[src/rtl/mswb_pkg.sv]
// Shared constants and types of the block-mode multi-sector write block.
// Assumes a single clock domain; imported by the address unit and the top.
`default_nettype none
package mswb_pkg;
  // Register port addresses
  localparam logic [3:0] REG_DATA = 4'h0;
  localparam logic [3:0] REG_FEAT = 4'h1;
  localparam logic [3:0] REG_SCNT = 4'h2;
  localparam logic [3:0] REG_SNUM = 4'h3;
  localparam logic [3:0] REG_CLO = 4'h4;
  localparam logic [3:0] REG_CHI = 4'h5;
  localparam logic [3:0] REG_DEVH = 4'h6;
  localparam logic [3:0] REG_CMD = 4'h7;
  localparam logic [3:0] REG_DCTL = 4'h8;
  localparam logic [3:0] REG_MULT = 4'h9;
  localparam logic [3:0] REG_ISTAT = 4'hA;
  localparam logic [3:0] REG_IMASK = 4'hB;
  // Task file slots inside the current/previous byte arrays
  localparam int TF_SCNT = 0;
  localparam int TF_SNUM = 1;
  localparam int TF_CLO = 2;
  localparam int TF_CHI = 3;
  // Opcodes
  localparam logic [7:0] OPC_W28 = 8'hC5;
  localparam logic [7:0] OPC_W48 = 8'h39;
  // Field positions
  localparam int ST_BSY = 7;
  localparam int ST_RDY = 6;
  localparam int ST_DSC = 4;
  localparam int ST_DRQ = 3;
  localparam int ST_ERR = 0;
  localparam int ER_UNC = 6;
  localparam int ER_ABT = 2;
  localparam int DH_LBA = 6;
  localparam int DC_HOB = 7;
  localparam int IRQ_BLK = 0;
  localparam int IRQ_DONE = 1;
  localparam int IRQ_ERR = 2;
  localparam int IRQ_W = 3;
  // Counts and reset values
  localparam logic [7:0] WORD_LAST = 8'hFF;
  localparam logic [16:0] CNT28_ZERO = 17'h0_0100;
  localparam logic [16:0] CNT48_ZERO = 17'h1_0000;
  localparam logic [16:0] CNT_ONE = 17'h0_0001;
  localparam logic [7:0] DEVH_RST = 8'hA0;
  localparam logic [7:0] MULT_RST = 8'h00;
  typedef enum logic [1:0] {S_IDLE, S_DRQ, S_WAIT} mswb_state_type;
endpackage
`default_nettype wire

[src/rtl/mswb_addr_if.sv]
// Carries load/step requests and the running sector address.
// Assumes the top drives ctrl and the address unit drives unit.
`default_nettype none
interface mswb_addr_if;
  logic load;
  logic step;
  logic lba_mode;
  logic ext;
  logic [47:0] ld_addr;
  logic [47:0] cur_addr;
  modport ctrl (output load, step, lba_mode, ext, ld_addr, input cur_addr);
  modport unit (input load, step, lba_mode, ext, ld_addr, output cur_addr);
endinterface
`default_nettype wire

[src/rtl/mswb_addr_unit.sv]
// Running sector address: linear or cylinder/head/sector stepping.
// Assumes CHS packing {cyl[27:12], head[11:8], sector[7:0]}.
`default_nettype none
module mswb_addr_unit
  import mswb_pkg::*;
#(
  parameter logic [4:0] NUM_HEADS = 5'h10,
  parameter logic [7:0] SECT_PER_TRACK = 8'h3F
) (
  input wire logic ref_clk,
  input wire logic reset_n,
  input wire logic ce,
  mswb_addr_if.unit au
);
  logic [47:0] addr_r;
  logic [47:0] addr_nxt;

  if (NUM_HEADS == 5'h00 || NUM_HEADS > 5'h10 ||
      SECT_PER_TRACK == 8'h00) begin : g_chk
    $error("mswb_addr_unit: geometry out of range");
  end

  always_comb begin
    addr_nxt = addr_r;
    if (au.load) begin
      addr_nxt = au.ld_addr;
    end else if (au.step) begin
      if (au.ext) begin
        addr_nxt = addr_r + 48'h0000_0000_0001;
      end else if (au.lba_mode) begin
        addr_nxt = {20'h0_0000, 28'(addr_r[27:0] + 28'h000_0001)};
      end else if (addr_r[7:0] >= SECT_PER_TRACK) begin
        addr_nxt[7:0] = 8'h01;
        if ({1'b0, addr_r[11:8]} >= NUM_HEADS - 5'h01) begin
          addr_nxt[11:8] = 4'h0;
          addr_nxt[27:12] = addr_r[27:12] + 16'h0001;
        end else begin
          addr_nxt[11:8] = addr_r[11:8] + 4'h1;
        end
      end else begin
        addr_nxt[7:0] = addr_r[7:0] + 8'h01;
      end
    end
  end

  always_ff @(posedge ref_clk) begin
    if (!reset_n) begin
      addr_r <= 48'h0000_0000_0000;
    end else if (ce) begin
      addr_r <= addr_nxt;
    end
  end

  assign au.cur_addr = addr_r;
endmodule // mswb_addr_unit
`default_nettype wire

[src/rtl/mswb_irq_bit.sv]
// One sticky interrupt status bit, cleared by a one written to it.
// Assumes set and clear are single-cycle pulses on ref_clk.
`default_nettype none
module mswb_irq_bit (
  input wire logic ref_clk,
  input wire logic reset_n,
  input wire logic ce,
  input wire logic set,
  input wire logic clr,
  output logic stat
);
  logic stat_nxt;

  // A set in the clearing cycle survives
  always_comb begin
    stat_nxt = set | (stat & ~clr);
  end

  always_ff @(posedge ref_clk) begin
    if (!reset_n) begin
      stat <= 1'b0;
    end else if (ce) begin
      stat <= stat_nxt;
    end
  end
endmodule // mswb_irq_bit
`default_nettype wire

[src/rtl/mswb_top.sv]
// Device-side block-mode multi-sector write, 28-bit and 48-bit variants.
// Assumes a host on the register port and a media sink on ref_clk.
//
// Notes on behaviour
// - Accept sectors, send them to media, interrupt once per block.
// - Payload moves as 16-bit words, one word per data access.
// - 28-bit variant: sector count zero means 256 sectors.
// - Linear bit set builds 28-bit address from task registers.
// - 28-bit end: count register holds sectors not transferred.
// - 28-bit end: address registers hold last transferred sector.
// - 48-bit variant: combined count zero means 65,536 sectors.
// - 48-bit error: failing address readable low or high by select.
// - Opcode C5h starts the 28-bit block write.
// - Opcode 39h starts the 48-bit block write.
`default_nettype none
module mswb_top
  import mswb_pkg::*;
#(
  parameter logic [4:0] NUM_HEADS = 5'h10,
  parameter logic [7:0] SECT_PER_TRACK = 8'h3F
) (
  input wire logic ref_clk,
  input wire logic reset_n,
  input wire logic ce,
  input wire logic [3:0] reg_addr,
  input wire logic [15:0] reg_wdata,
  input wire logic reg_wr,
  input wire logic reg_rd,
  output logic [15:0] reg_rdata,
  output logic irq,
  output logic dev_busy,
  output logic dev_drq,
  output logic media_start,
  output logic media_lba_mode,
  output logic [47:0] media_addr,
  output logic media_word_valid,
  output logic [15:0] media_word,
  input wire logic media_ack,
  input wire logic media_fail
);
  mswb_addr_if au ();

  mswb_state_type state_r, state_nxt;
  logic [3:0][7:0] cur_r, cur_nxt;
  logic [3:0][7:0] prv_r, prv_nxt;
  logic [7:0] devh_r, devh_nxt;
  logic [7:0] mult_r, mult_nxt;
  logic [IRQ_W-1:0] imask_r, imask_nxt;
  logic hob_r, hob_nxt;
  logic bsy_r, bsy_nxt;
  logic drq_r, drq_nxt;
  logic err_r, err_nxt;
  logic unc_r, unc_nxt;
  logic abt_r, abt_nxt;
  logic ext_r, ext_nxt;
  logic lba_r, lba_nxt;
  logic [16:0] rem_r, rem_nxt;
  logic [7:0] wcnt_r, wcnt_nxt;
  logic [7:0] sent_r, sent_nxt;
  logic [7:0] ackd_r, ackd_nxt;
  logic [7:0] blen_r, blen_nxt;
  logic mstart_r, mstart_nxt;
  logic mlba_r, mlba_nxt;
  logic [47:0] maddr_r, maddr_nxt;
  logic mvalid_r, mvalid_nxt;
  logic [15:0] mword_r, mword_nxt;
  logic irq_r, irq_nxt;
  logic [15:0] rdata_r, rdata_nxt;
  logic [IRQ_W-1:0] ev;
  logic [IRQ_W-1:0] ist;
  logic [IRQ_W-1:0] iclr;
  logic [1:0] tf_idx;
  logic idle;
  logic opc_ok;
  logic new_ext;
  logic new_lba;
  logic [16:0] new_cnt;
  logic [16:0] rem_dec;
  logic [47:0] start_addr;
  logic [47:0] cur_addr;
  logic [7:0] stat_b;
  logic [7:0] err_b;

  assign idle = (state_r == S_IDLE);
  assign tf_idx = 2'(reg_addr - REG_SCNT);
  assign cur_addr = au.cur_addr;
  assign rem_dec = rem_r - CNT_ONE;
  assign opc_ok = (reg_wdata[7:0] == OPC_W28) ||
                  (reg_wdata[7:0] == OPC_W48);
  assign new_ext = (reg_wdata[7:0] == OPC_W48);
  assign new_lba = new_ext | devh_r[DH_LBA];

  // Count zero stands for the full range of each variant
  always_comb begin
    if (new_ext) begin
      new_cnt = {1'b0, prv_r[TF_SCNT], cur_r[TF_SCNT]};
      if (new_cnt == 17'h0_0000) begin
        new_cnt = CNT48_ZERO;
      end
    end else if (cur_r[TF_SCNT] == 8'h00) begin
      new_cnt = CNT28_ZERO;
    end else begin
      new_cnt = {9'h000, cur_r[TF_SCNT]};
    end
  end

  // First sector address from the task file
  always_comb begin
    if (new_ext) begin
      start_addr = {prv_r[TF_CHI], prv_r[TF_CLO], prv_r[TF_SNUM],
                    cur_r[TF_CHI], cur_r[TF_CLO], cur_r[TF_SNUM]};
    end else if (new_lba) begin
      start_addr = {20'h0_0000, devh_r[3:0], cur_r[TF_CHI],
                    cur_r[TF_CLO], cur_r[TF_SNUM]};
    end else begin
      start_addr = {20'h0_0000, cur_r[TF_CHI], cur_r[TF_CLO],
                    devh_r[3:0], cur_r[TF_SNUM]};
    end
  end

  // Command, data and media acknowledge handling
  always_comb begin
    state_nxt = state_r;
    cur_nxt = cur_r;
    prv_nxt = prv_r;
    devh_nxt = devh_r;
    mult_nxt = mult_r;
    imask_nxt = imask_r;
    hob_nxt = hob_r;
    bsy_nxt = bsy_r;
    drq_nxt = drq_r;
    err_nxt = err_r;
    unc_nxt = unc_r;
    abt_nxt = abt_r;
    ext_nxt = ext_r;
    lba_nxt = lba_r;
    rem_nxt = rem_r;
    wcnt_nxt = wcnt_r;
    sent_nxt = sent_r;
    ackd_nxt = ackd_r;
    blen_nxt = blen_r;
    mstart_nxt = 1'b0;
    mlba_nxt = mlba_r;
    maddr_nxt = maddr_r;
    mvalid_nxt = 1'b0;
    mword_nxt = mword_r;
    irq_nxt = |(ist & imask_r);
    ev = '0;
    au.load = 1'b0;
    au.step = 1'b0;
    if (reg_wr) begin
      case (reg_addr)
        REG_SCNT, REG_SNUM, REG_CLO, REG_CHI: begin
          if (idle) begin
            prv_nxt[tf_idx] = cur_r[tf_idx];
            cur_nxt[tf_idx] = reg_wdata[7:0];
            hob_nxt = 1'b0;
          end
        end
        REG_DEVH: begin
          if (idle) begin
            devh_nxt = reg_wdata[7:0];
          end
        end
        REG_DCTL: hob_nxt = reg_wdata[DC_HOB];
        REG_MULT: begin
          if (idle) begin
            mult_nxt = reg_wdata[7:0];
          end
        end
        REG_IMASK: imask_nxt = reg_wdata[IRQ_W-1:0];
        REG_CMD: begin
          if (idle && opc_ok && mult_r != 8'h00) begin
            ext_nxt = new_ext;
            lba_nxt = new_lba;
            rem_nxt = new_cnt;
            blen_nxt = (new_cnt < {9'h000, mult_r}) ? new_cnt[7:0] : mult_r;
            au.load = 1'b1;
            mstart_nxt = 1'b1;
            mlba_nxt = new_lba;
            maddr_nxt = start_addr;
            state_nxt = S_DRQ;
            drq_nxt = 1'b1;
            bsy_nxt = 1'b0;
            err_nxt = 1'b0;
            unc_nxt = 1'b0;
            abt_nxt = 1'b0;
            wcnt_nxt = 8'h00;
            sent_nxt = 8'h00;
            ackd_nxt = 8'h00;
          end else if (idle) begin
            err_nxt = 1'b1;
            abt_nxt = 1'b1;
            unc_nxt = 1'b0;
            ev[IRQ_ERR] = 1'b1;
          end
        end
        REG_DATA: begin
          if (state_r == S_DRQ) begin
            mvalid_nxt = 1'b1;
            mword_nxt = reg_wdata;
            wcnt_nxt = wcnt_r + 8'h01;
            if (wcnt_r == WORD_LAST) begin
              sent_nxt = sent_r + 8'h01;
              if (sent_r + 8'h01 == blen_r) begin
                state_nxt = S_WAIT;
                drq_nxt = 1'b0;
                bsy_nxt = 1'b1;
              end
            end
          end
        end
        default: ;
      endcase
    end
    if (!idle && media_ack) begin
      if (!media_fail || ext_r) begin
        if (ext_r) begin
          cur_nxt[TF_SNUM] = cur_addr[7:0];
          cur_nxt[TF_CLO] = cur_addr[15:8];
          cur_nxt[TF_CHI] = cur_addr[23:16];
          prv_nxt[TF_SNUM] = cur_addr[31:24];
          prv_nxt[TF_CLO] = cur_addr[39:32];
          prv_nxt[TF_CHI] = cur_addr[47:40];
        end else if (lba_r) begin
          cur_nxt[TF_SNUM] = cur_addr[7:0];
          cur_nxt[TF_CLO] = cur_addr[15:8];
          cur_nxt[TF_CHI] = cur_addr[23:16];
          devh_nxt[3:0] = cur_addr[27:24];
        end else begin
          cur_nxt[TF_SNUM] = cur_addr[7:0];
          devh_nxt[3:0] = cur_addr[11:8];
          cur_nxt[TF_CLO] = cur_addr[19:12];
          cur_nxt[TF_CHI] = cur_addr[27:20];
        end
      end
      if (media_fail) begin
        cur_nxt[TF_SCNT] = rem_r[7:0];
        if (ext_r) begin
          prv_nxt[TF_SCNT] = rem_r[15:8];
        end
        err_nxt = 1'b1;
        unc_nxt = 1'b1;
        ev[IRQ_ERR] = 1'b1;
        state_nxt = S_IDLE;
        bsy_nxt = 1'b0;
        drq_nxt = 1'b0;
      end else begin
        au.step = 1'b1;
        rem_nxt = rem_dec;
        cur_nxt[TF_SCNT] = rem_dec[7:0];
        if (ext_r) begin
          prv_nxt[TF_SCNT] = rem_dec[15:8];
        end
        ackd_nxt = ackd_r + 8'h01;
        if (ackd_r + 8'h01 == blen_r) begin
          ackd_nxt = 8'h00;
          sent_nxt = 8'h00;
          bsy_nxt = 1'b0;
          if (rem_r == CNT_ONE) begin
            ev[IRQ_DONE] = 1'b1;
            state_nxt = S_IDLE;
          end else begin
            ev[IRQ_BLK] = 1'b1;
            state_nxt = S_DRQ;
            drq_nxt = 1'b1;
            blen_nxt = (rem_dec < {9'h000, mult_r}) ? rem_dec[7:0] : mult_r;
          end
        end
      end
    end
  end

  always_ff @(posedge ref_clk) begin
    if (!reset_n) begin
      state_r <= S_IDLE;
      cur_r <= '0;
      prv_r <= '0;
      devh_r <= DEVH_RST;
      mult_r <= MULT_RST;
      imask_r <= '0;
      hob_r <= 1'b0;
      bsy_r <= 1'b0;
      drq_r <= 1'b0;
      err_r <= 1'b0;
      unc_r <= 1'b0;
      abt_r <= 1'b0;
      ext_r <= 1'b0;
      lba_r <= 1'b0;
      rem_r <= 17'h0_0000;
      wcnt_r <= 8'h00;
      sent_r <= 8'h00;
      ackd_r <= 8'h00;
      blen_r <= 8'h00;
      mstart_r <= 1'b0;
      mlba_r <= 1'b0;
      maddr_r <= 48'h0000_0000_0000;
      mvalid_r <= 1'b0;
      mword_r <= 16'h0000;
      irq_r <= 1'b0;
    end else if (ce) begin
      state_r <= state_nxt;
      cur_r <= cur_nxt;
      prv_r <= prv_nxt;
      devh_r <= devh_nxt;
      mult_r <= mult_nxt;
      imask_r <= imask_nxt;
      hob_r <= hob_nxt;
      bsy_r <= bsy_nxt;
      drq_r <= drq_nxt;
      err_r <= err_nxt;
      unc_r <= unc_nxt;
      abt_r <= abt_nxt;
      ext_r <= ext_nxt;
      lba_r <= lba_nxt;
      rem_r <= rem_nxt;
      wcnt_r <= wcnt_nxt;
      sent_r <= sent_nxt;
      ackd_r <= ackd_nxt;
      blen_r <= blen_nxt;
      mstart_r <= mstart_nxt;
      mlba_r <= mlba_nxt;
      maddr_r <= maddr_nxt;
      mvalid_r <= mvalid_nxt;
      mword_r <= mword_nxt;
      irq_r <= irq_nxt;
    end
  end

  // Register read path, data one cycle after the strobe
  always_comb begin
    stat_b = 8'h00;
    stat_b[ST_BSY] = bsy_r;
    stat_b[ST_RDY] = 1'b1;
    stat_b[ST_DSC] = 1'b1;
    stat_b[ST_DRQ] = drq_r;
    stat_b[ST_ERR] = err_r;
    err_b = 8'h00;
    err_b[ER_UNC] = unc_r;
    err_b[ER_ABT] = abt_r;
    rdata_nxt = 16'h0000;
    if (reg_rd) begin
      case (reg_addr)
        REG_FEAT: rdata_nxt[7:0] = err_b;
        REG_SCNT, REG_SNUM, REG_CLO, REG_CHI: begin
          rdata_nxt[7:0] = hob_r ? prv_r[tf_idx] : cur_r[tf_idx];
        end
        REG_DEVH: rdata_nxt[7:0] = devh_r;
        REG_CMD: rdata_nxt[7:0] = stat_b;
        REG_DCTL: rdata_nxt[DC_HOB] = hob_r;
        REG_MULT: rdata_nxt[7:0] = mult_r;
        REG_ISTAT: rdata_nxt[IRQ_W-1:0] = ist;
        REG_IMASK: rdata_nxt[IRQ_W-1:0] = imask_r;
        default: rdata_nxt = 16'h0000;
      endcase
    end
  end

  always_ff @(posedge ref_clk) begin
    if (!reset_n) begin
      rdata_r <= 16'h0000;
    end else if (ce) begin
      rdata_r <= rdata_nxt;
    end
  end

  assign iclr = (reg_wr && reg_addr == REG_ISTAT) ?
                reg_wdata[IRQ_W-1:0] : '0;

  for (genvar i = 0; i < IRQ_W; i++) begin : g_ist
    mswb_irq_bit u_bit (
      .ref_clk(ref_clk),
      .reset_n(reset_n),
      .ce(ce),
      .set(ev[i]),
      .clr(iclr[i]),
      .stat(ist[i])
    );
  end

  assign au.lba_mode = lba_r;
  assign au.ext = ext_r;
  assign au.ld_addr = start_addr;

  mswb_addr_unit #(
    .NUM_HEADS(NUM_HEADS),
    .SECT_PER_TRACK(SECT_PER_TRACK)
  ) u_addr (
    .ref_clk(ref_clk),
    .reset_n(reset_n),
    .ce(ce),
    .au(au)
  );

  assign reg_rdata = rdata_r;
  assign irq = irq_r;
  assign dev_busy = bsy_r;
  assign dev_drq = drq_r;
  assign media_start = mstart_r;
  assign media_lba_mode = mlba_r;
  assign media_addr = maddr_r;
  assign media_word_valid = mvalid_r;
  assign media_word = mword_r;
endmodule // mswb_top
`default_nettype wire

[config.mk]
export PLATFORM = sky130hd
export DESIGN_NAME = mswb_top
export DESIGN_NICKNAME = d
export VERILOG_FILES = /design/src/rtl/mswb_pkg.sv /design/src/rtl/mswb_addr_if.sv /design/src/rtl/mswb_addr_unit.sv /design/src/rtl/mswb_irq_bit.sv /design/src/rtl/mswb_top.sv
export SDC_FILE = /design/constraint.sdc
export NUM_CORES = 1
export LEC_CHECK = 0
export CORE_MARGIN = 8
export CORE_UTILIZATION = 60
export DETAILED_ROUTE_END_ITERATION = 10
export DONT_BUFFER_PORTS = 1
export GPL_TIMING_DRIVEN = 0
export PLACE_DENSITY_LB_ADDON = 0.12
export SYNTH_ARGS = -nofsm -noshare
export SYNTH_HDL_FRONTEND = slang
export SYNTH_SLANG_ARGS = --single-unit
export TNS_END_PERCENT = 100
[constraint.sdc]
create_clock -name ref_clk -period 9.5 [get_ports ref_clk]
set_input_delay 0.475 -clock ref_clk [delete_from_list [all_inputs] [get_ports ref_clk]]
set_output_delay 0.475 -clock ref_clk [all_outputs]
set_load 0.01 [all_outputs]
After elaboration in Yosys (flattened, before gate mapping)
Index checks and enable logic that the tools add are counted.
{ "classes": {"add_sub_neg": 10, "n_lt_le_gt_ge": 6, "eq_ne": 21, "muxes": 146, "bitwise": 11, "reduce_logical": 39} }
{ "ops": {"columns": ["cell", "n"], "rows": [
  ["$mux W8", 34],
  ["$mux W32", 8],
  ["$mux W48", 4],
  ["$mux W24", 5],
  ["$mux W17", 7],
  ["$bwmux W32", 2],
  ["$mux W28", 2],
  ["$add A48 B1 Y48 const B", 1],
  ["$mux W1", 48],
  ["$mux W20", 2],
  ["$lt A17 B8 Y1", 2],
  ["$add A8 B1 Y8 const B", 4],
  ["$bmux W8 S2", 2],
  ["$mux W4", 8],
  ["$pmux W8 S2", 2],
  ["$reduce_and A4 Y1", 8],
  ["$add A28 B1 Y28 const B", 1],
  ["$pmux W3 S7", 1],
  ["$mux W2", 10],
  ["$pmux W4 S5", 1],
  ["$eq A17 B1 Y1 const B", 1],
  ["$sub A17 B1 Y17 const B", 1],
  ["$add A16 B1 Y16 const B", 1],
  ["$demux W8 S2", 1],
  ["other kinds (41)", 77]
]} }
{ "word_totals": {"ff_bits": 276, "in_bits": 27, "output_inout_bits": 86, "wordCells": 272} }

Depth between registers and ports, before layout
{ "logic_depth": {"word_depth": 12, "mapped_depth": 14} }

Cells and area by module
From an unflattened synthesis, not the netlist that was laid out.
{ "hier_totals": {"hier_cells": 2054, "area_unflattened_um2": 16004.1} }
{ "by_module_without_submodules": {"columns": ["mod", "n_inst", "cells_per_inst", "area_per_inst_um2", "seq_area_each_um2"], "rows": [
  ["mswb_top", 1, 1569, 12415.7, 4344.2],
  ["mswb_addr_unit", 1, 473, 3472.1, 960.9],
  ["mswb_irq_bit", 3, 4, 38.8, 20.0]
]} }

Least setup slack after synthesis
OpenSTA, ideal clock, no wires.
{ "synth_path": {"path_kind": "register to register", "startpoint": "reg rem_r[0]", "endpoint": "reg blen_r[4]", "t_arrival_ns": 3.134, "t_required_ns": 9.364, "slack_ns": 6.230, "path_stages_with_launch": 13, "period_less_slack_ns": 3.270, "cell_sequence": "dfxtp_1 > clkbuf_1 > inv_1 > ha_1 > clkbuf_1 > nor3b_1 > xor2_1 > ha_1 > a211oi_1 > a31oi_1 > nor4_4 > mux2i_1 > o221ai_1"} }
{ "synth_between": {"elab_chain_cells": 7, "word_cells_on_any_way": 8} }
{ "synth_rtl": {"columns": ["item", "line", "text"], "rows": [
  ["from (decl)", "mswb_top.sv:57", "logic [16:0] rem_r, rem_nxt;"],
  ["from (signal assigned)", "mswb_top.sv:316", "rem_r <= rem_nxt;"],
  ["$sub A17 B1 Y17", "mswb_top.sv:87", "assign rem_dec = rem_r - CNT_ONE;"],
  ["$lt A17 B8 Y1", "mswb_top.sv:267", "blen_nxt = (rem_dec < {9'h000, mult_r}) ? rem_dec[7:0] : mult_r;"],
  ["$mux W8", "mswb_top.sv:267", null],
  ["$mux W8 *", "mswb_top.sv:260", "if (rem_r == CNT_ONE) begin"],
  ["$mux W8 *", "mswb_top.sv:256", "if (ackd_r + 8'h01 == blen_r) begin"],
  ["$mux W8 *", "mswb_top.sv:237", "if (media_fail) begin"],
  ["$mux W8 *", "mswb_top.sv:216", "if (!idle && media_ack) begin"],
  ["to (signal assigned)", "mswb_top.sv:320", "blen_r <= blen_nxt;"],
  ["to (decl)", "mswb_top.sv:61", "logic [7:0] blen_r, blen_nxt;"]
]} }
Mark *: on every way between the ends. The rest lies on a longest branch, timed or not.
A chain may end at the register's enable or synchronous reset.

Worst setup path in the final report
{ "layout_path": {"startpoint": "reg rem_r[0]", "endpoint": "reg blen_r[5]"} }
The elaborated chain is that of the path after synthesis.

==> run metrics <==
status finished clean; Ant. Diodes 0; Hold Crit Class input port to register; Row Count 58; mapped cell area 15,300 µm²; Post-synth EDFFs 0; DR vias 17.2k; first-pass GRT wire length 97,800 µm; Cell Int Power 1.87 mW; Die Ht 176 µm; maximum VDD drop 0.145 mV; LEAKAGE 5.73 nW; critical path's largest stage delay 780 ps; Area contributors post-synth dfxtp_1 (35%), a21oi_1 (6.8%), nand2_1 (5.2%), nor2_1 (5.0%), o21ai_0 (3.7%); post-CTS setup buffers 0; Starting Density 0.608; Power Dens Cells 149 nW/µm²; GR Util met2 0.582; post-route cell area 16,700 µm²; Die ar. 30,800 µm²; register area share after synthesis 0.351; Final Non-Filler Cells 2,364; Crit. End Element register; Nets 2,060; Tmin final 4410 ps; worst skew pair latency 580 ps; Post-Syn Instances 1,973; detailed placement HPWL 48,200 µm; grt ovf 0; worst endpoint data arrival time 4830 ps; Via density 7.29; register clock-pin slew on the reported worst setup and hold paths 70 ps; pre-CTS setup slack 5320 ps; I/O Pins 113; clock sink count 268; final WL 66,400 µm; routing usage on met3 0.157; clock root buffer clkbuf_16; DRT Pass-1 Iters 9; Area Overhead vs Synth 9.55%; Cell Chain, Critical Path clkbuf_1 > inv_1 > ha_1 > clkbuf_1 > nor3b_1 > xor2_1 > ha_1 > a211oi_1 > a31oi_1 > nor4_4 > mux2i_1 > o221ai_1; Async S/R FF share, synth 0; CTS tree built; top-count cell post-synth dfxtp_1; total track usage 0.410; fin util 0.666; sw frac 0.251; Final setup viols 0; Final Slew Violations 0; synth cell count leaders dfxtp_1 (268), nand2_1 (213), a21oi_1 (207), nor2_1 (203), clkbuf_1 (135); core area 25,100 µm²; initial DRC count 2,871; vias in the first global route 15.8k; placed cell count 2,310; met1 usage 0.517; Worst Tran Pin Value 1350 ps; Switch Pwr 627 µW; final setup TNS 0 ps; FILL cells 2,256; Final Hold Fails 0; initial antenna violation count 0; startpoint class of the critical path register; Final Worst Setup Slack 5090 ps; Top Usage Layer GRT met2; clock power share 0.486; IO Port Bufs 0; largest net degree at the start of global routing 15; Final Cycle Share 0.464; H-Tree Depth 1; GPL Wtd Cong 1.06; number of max-cap violations 0; cell accounting for the most synthesized area dfxtp_1; Synth top area share 0.351; Worst Path Required 9920 ps; ys flop type dfxtp_1; Routed Antenna Nets 0; RSZ-0062 raised after global routing no; crit path max-delay cell type nor3b_1; width of the die 176 µm; Post-Syn Area per Cell 7.74 µm²; synth unique cells 88; Crit Path Class register to register; flops & latches, synth 268; DR DRC count 0; # hold bufs at CTS 0; crit-path max FO 8; layout cells sized above 1 0.0590; PostCTS Resize Cnt 0; CTS Buf Count 29; Max clock buf depth 3; multi-input logic area 9080 µm²; Peak Freq 227 MHz; drt wl/cell 28.1 µm; sequential group share of total power 0.456; Combinational Power Share 0.058; FF/Latch Area 5370 µm²; Placed Area 15,700 µm²; final setup skew 26.4 ps; slew margin rel. 0.0943; synthesis warning total 0
flip-flops by register name, indices dropped and copies added, names as in the netlist, 3 cells and up:
signal	count
ackd_r	8
blen_r	8
cur_r	32
devh_r	8
g_ist.u_bit.stat	3
imask_r	3
media_addr	48
media_word	16
mult_r	8
prv_r	32
reg_rdata	8
rem_r	17
sent_r	8
u_addr.au.cur_addr	48
wcnt_r	8
kinds of logic after synthesis:
logic type	after synthesis	synth area share
other	1	0.000246
xor gates and xnor gates	52	0.0298
muxes	76	0.0634
adders and majority gates	22	0.0180
DFF	268	0.351
buffers and inverters	211	0.0565
and+or+nand+nor	709	0.219
AOI/OAI and AO/OA	634	0.262
power groups by stage:
| stage | combinational [mW] | clock [mW] | sequential [mW] |
|---|---|---|---|
| 6_report | 0.144 | 1.21 | 1.14 |
| 5_1_grt | 0.146 | 1.24 | 1.14 |
| 4_1_cts | 0.133 | 1.20 | 1.14 |
| 3_5_place_dp | 0.133 | 0 | 1.16 |
| 3_3_place_gp | 0.132 | 0 | 1.16 |
| 2_1_floorplan | 0.0812 | 0 | 1.16 |
critical path, delay by kind of cell, from the launching register on:
family,cells,cell delay [ps]
simple gates,2,1510
buf+inv,3,710
compound gates,3,610
fa+ha+maj,2,460
xor+xnor,1,340
flops,1,320
mux,1,320
area by class of cell:
type / count / area share
buffer: 175 / 0.0435
clock inverter: 12 / 0.00912
tap: 330 / 0.0247
sequential: 268 / 0.321
inverter: 36 / 0.00808
multi-input combinational: 1501 / 0.543
clock buffer: 42 / 0.0511
path summary, 6_finish.rpt:
path                               startpoint        endpoint  slack, ps  depth (start not counted)
worst max-delay path                 rem_r[0]       blen_r[5]       5090                         12
worst min-delay path            reg_wdata[10]  media_word[10]         40                          2
worst max register to register       rem_r[0]       blen_r[5]       5090                         12
worst min register to register      devh_r[4]       devh_r[4]        470                          2
cells in the final DEF (no fill, tap or decap), types with 9 or more instances in the layout:
cell type,count
o21ai_0,113
a31oi_1,18
nand4_1,20
dfxtp_1,268
o221ai_1,9
nor4_1,25
inv_1,35
and3_1,20
a221oi_1,13
nand2_1,213
clkbuf_1,140
a22oi_1,36
nor3_1,38
xnor2_1,22
buf_2,14
and2_1,13
buf_1,13
o211ai_1,14
mux4_2,16
xor2_1,30
ha_1,22
o31ai_1,9
nor2b_1,11
o22ai_1,68
nor2_1,203
clkbuf_16,29
nand2b_1,16
or3_1,9
nand3_1,93
a211oi_1,34
o21ai_1,31
mux2i_1,54
buf_4,10
a21oi_1,207
through the flow:
stage | power (mW) | hold WS [ps]
floorplan | 1.24 | 432
global placement | 1.29 | 450
detailed placement | 1.30 | 455
CTS | 2.47 | 42.4
global route | 2.53 | 53.9
finish | 2.49 | 37.6
metal layers:
layer | wire (µm) | part of all wire
met5 | 0 | 0
met4 | 4820 | 0.073
met3 | 10800 | 0.16
met2 | 26600 | 0.40
met1 | 24200 | 0.36
Note: power is estimated with default switching activity, not from simulation.
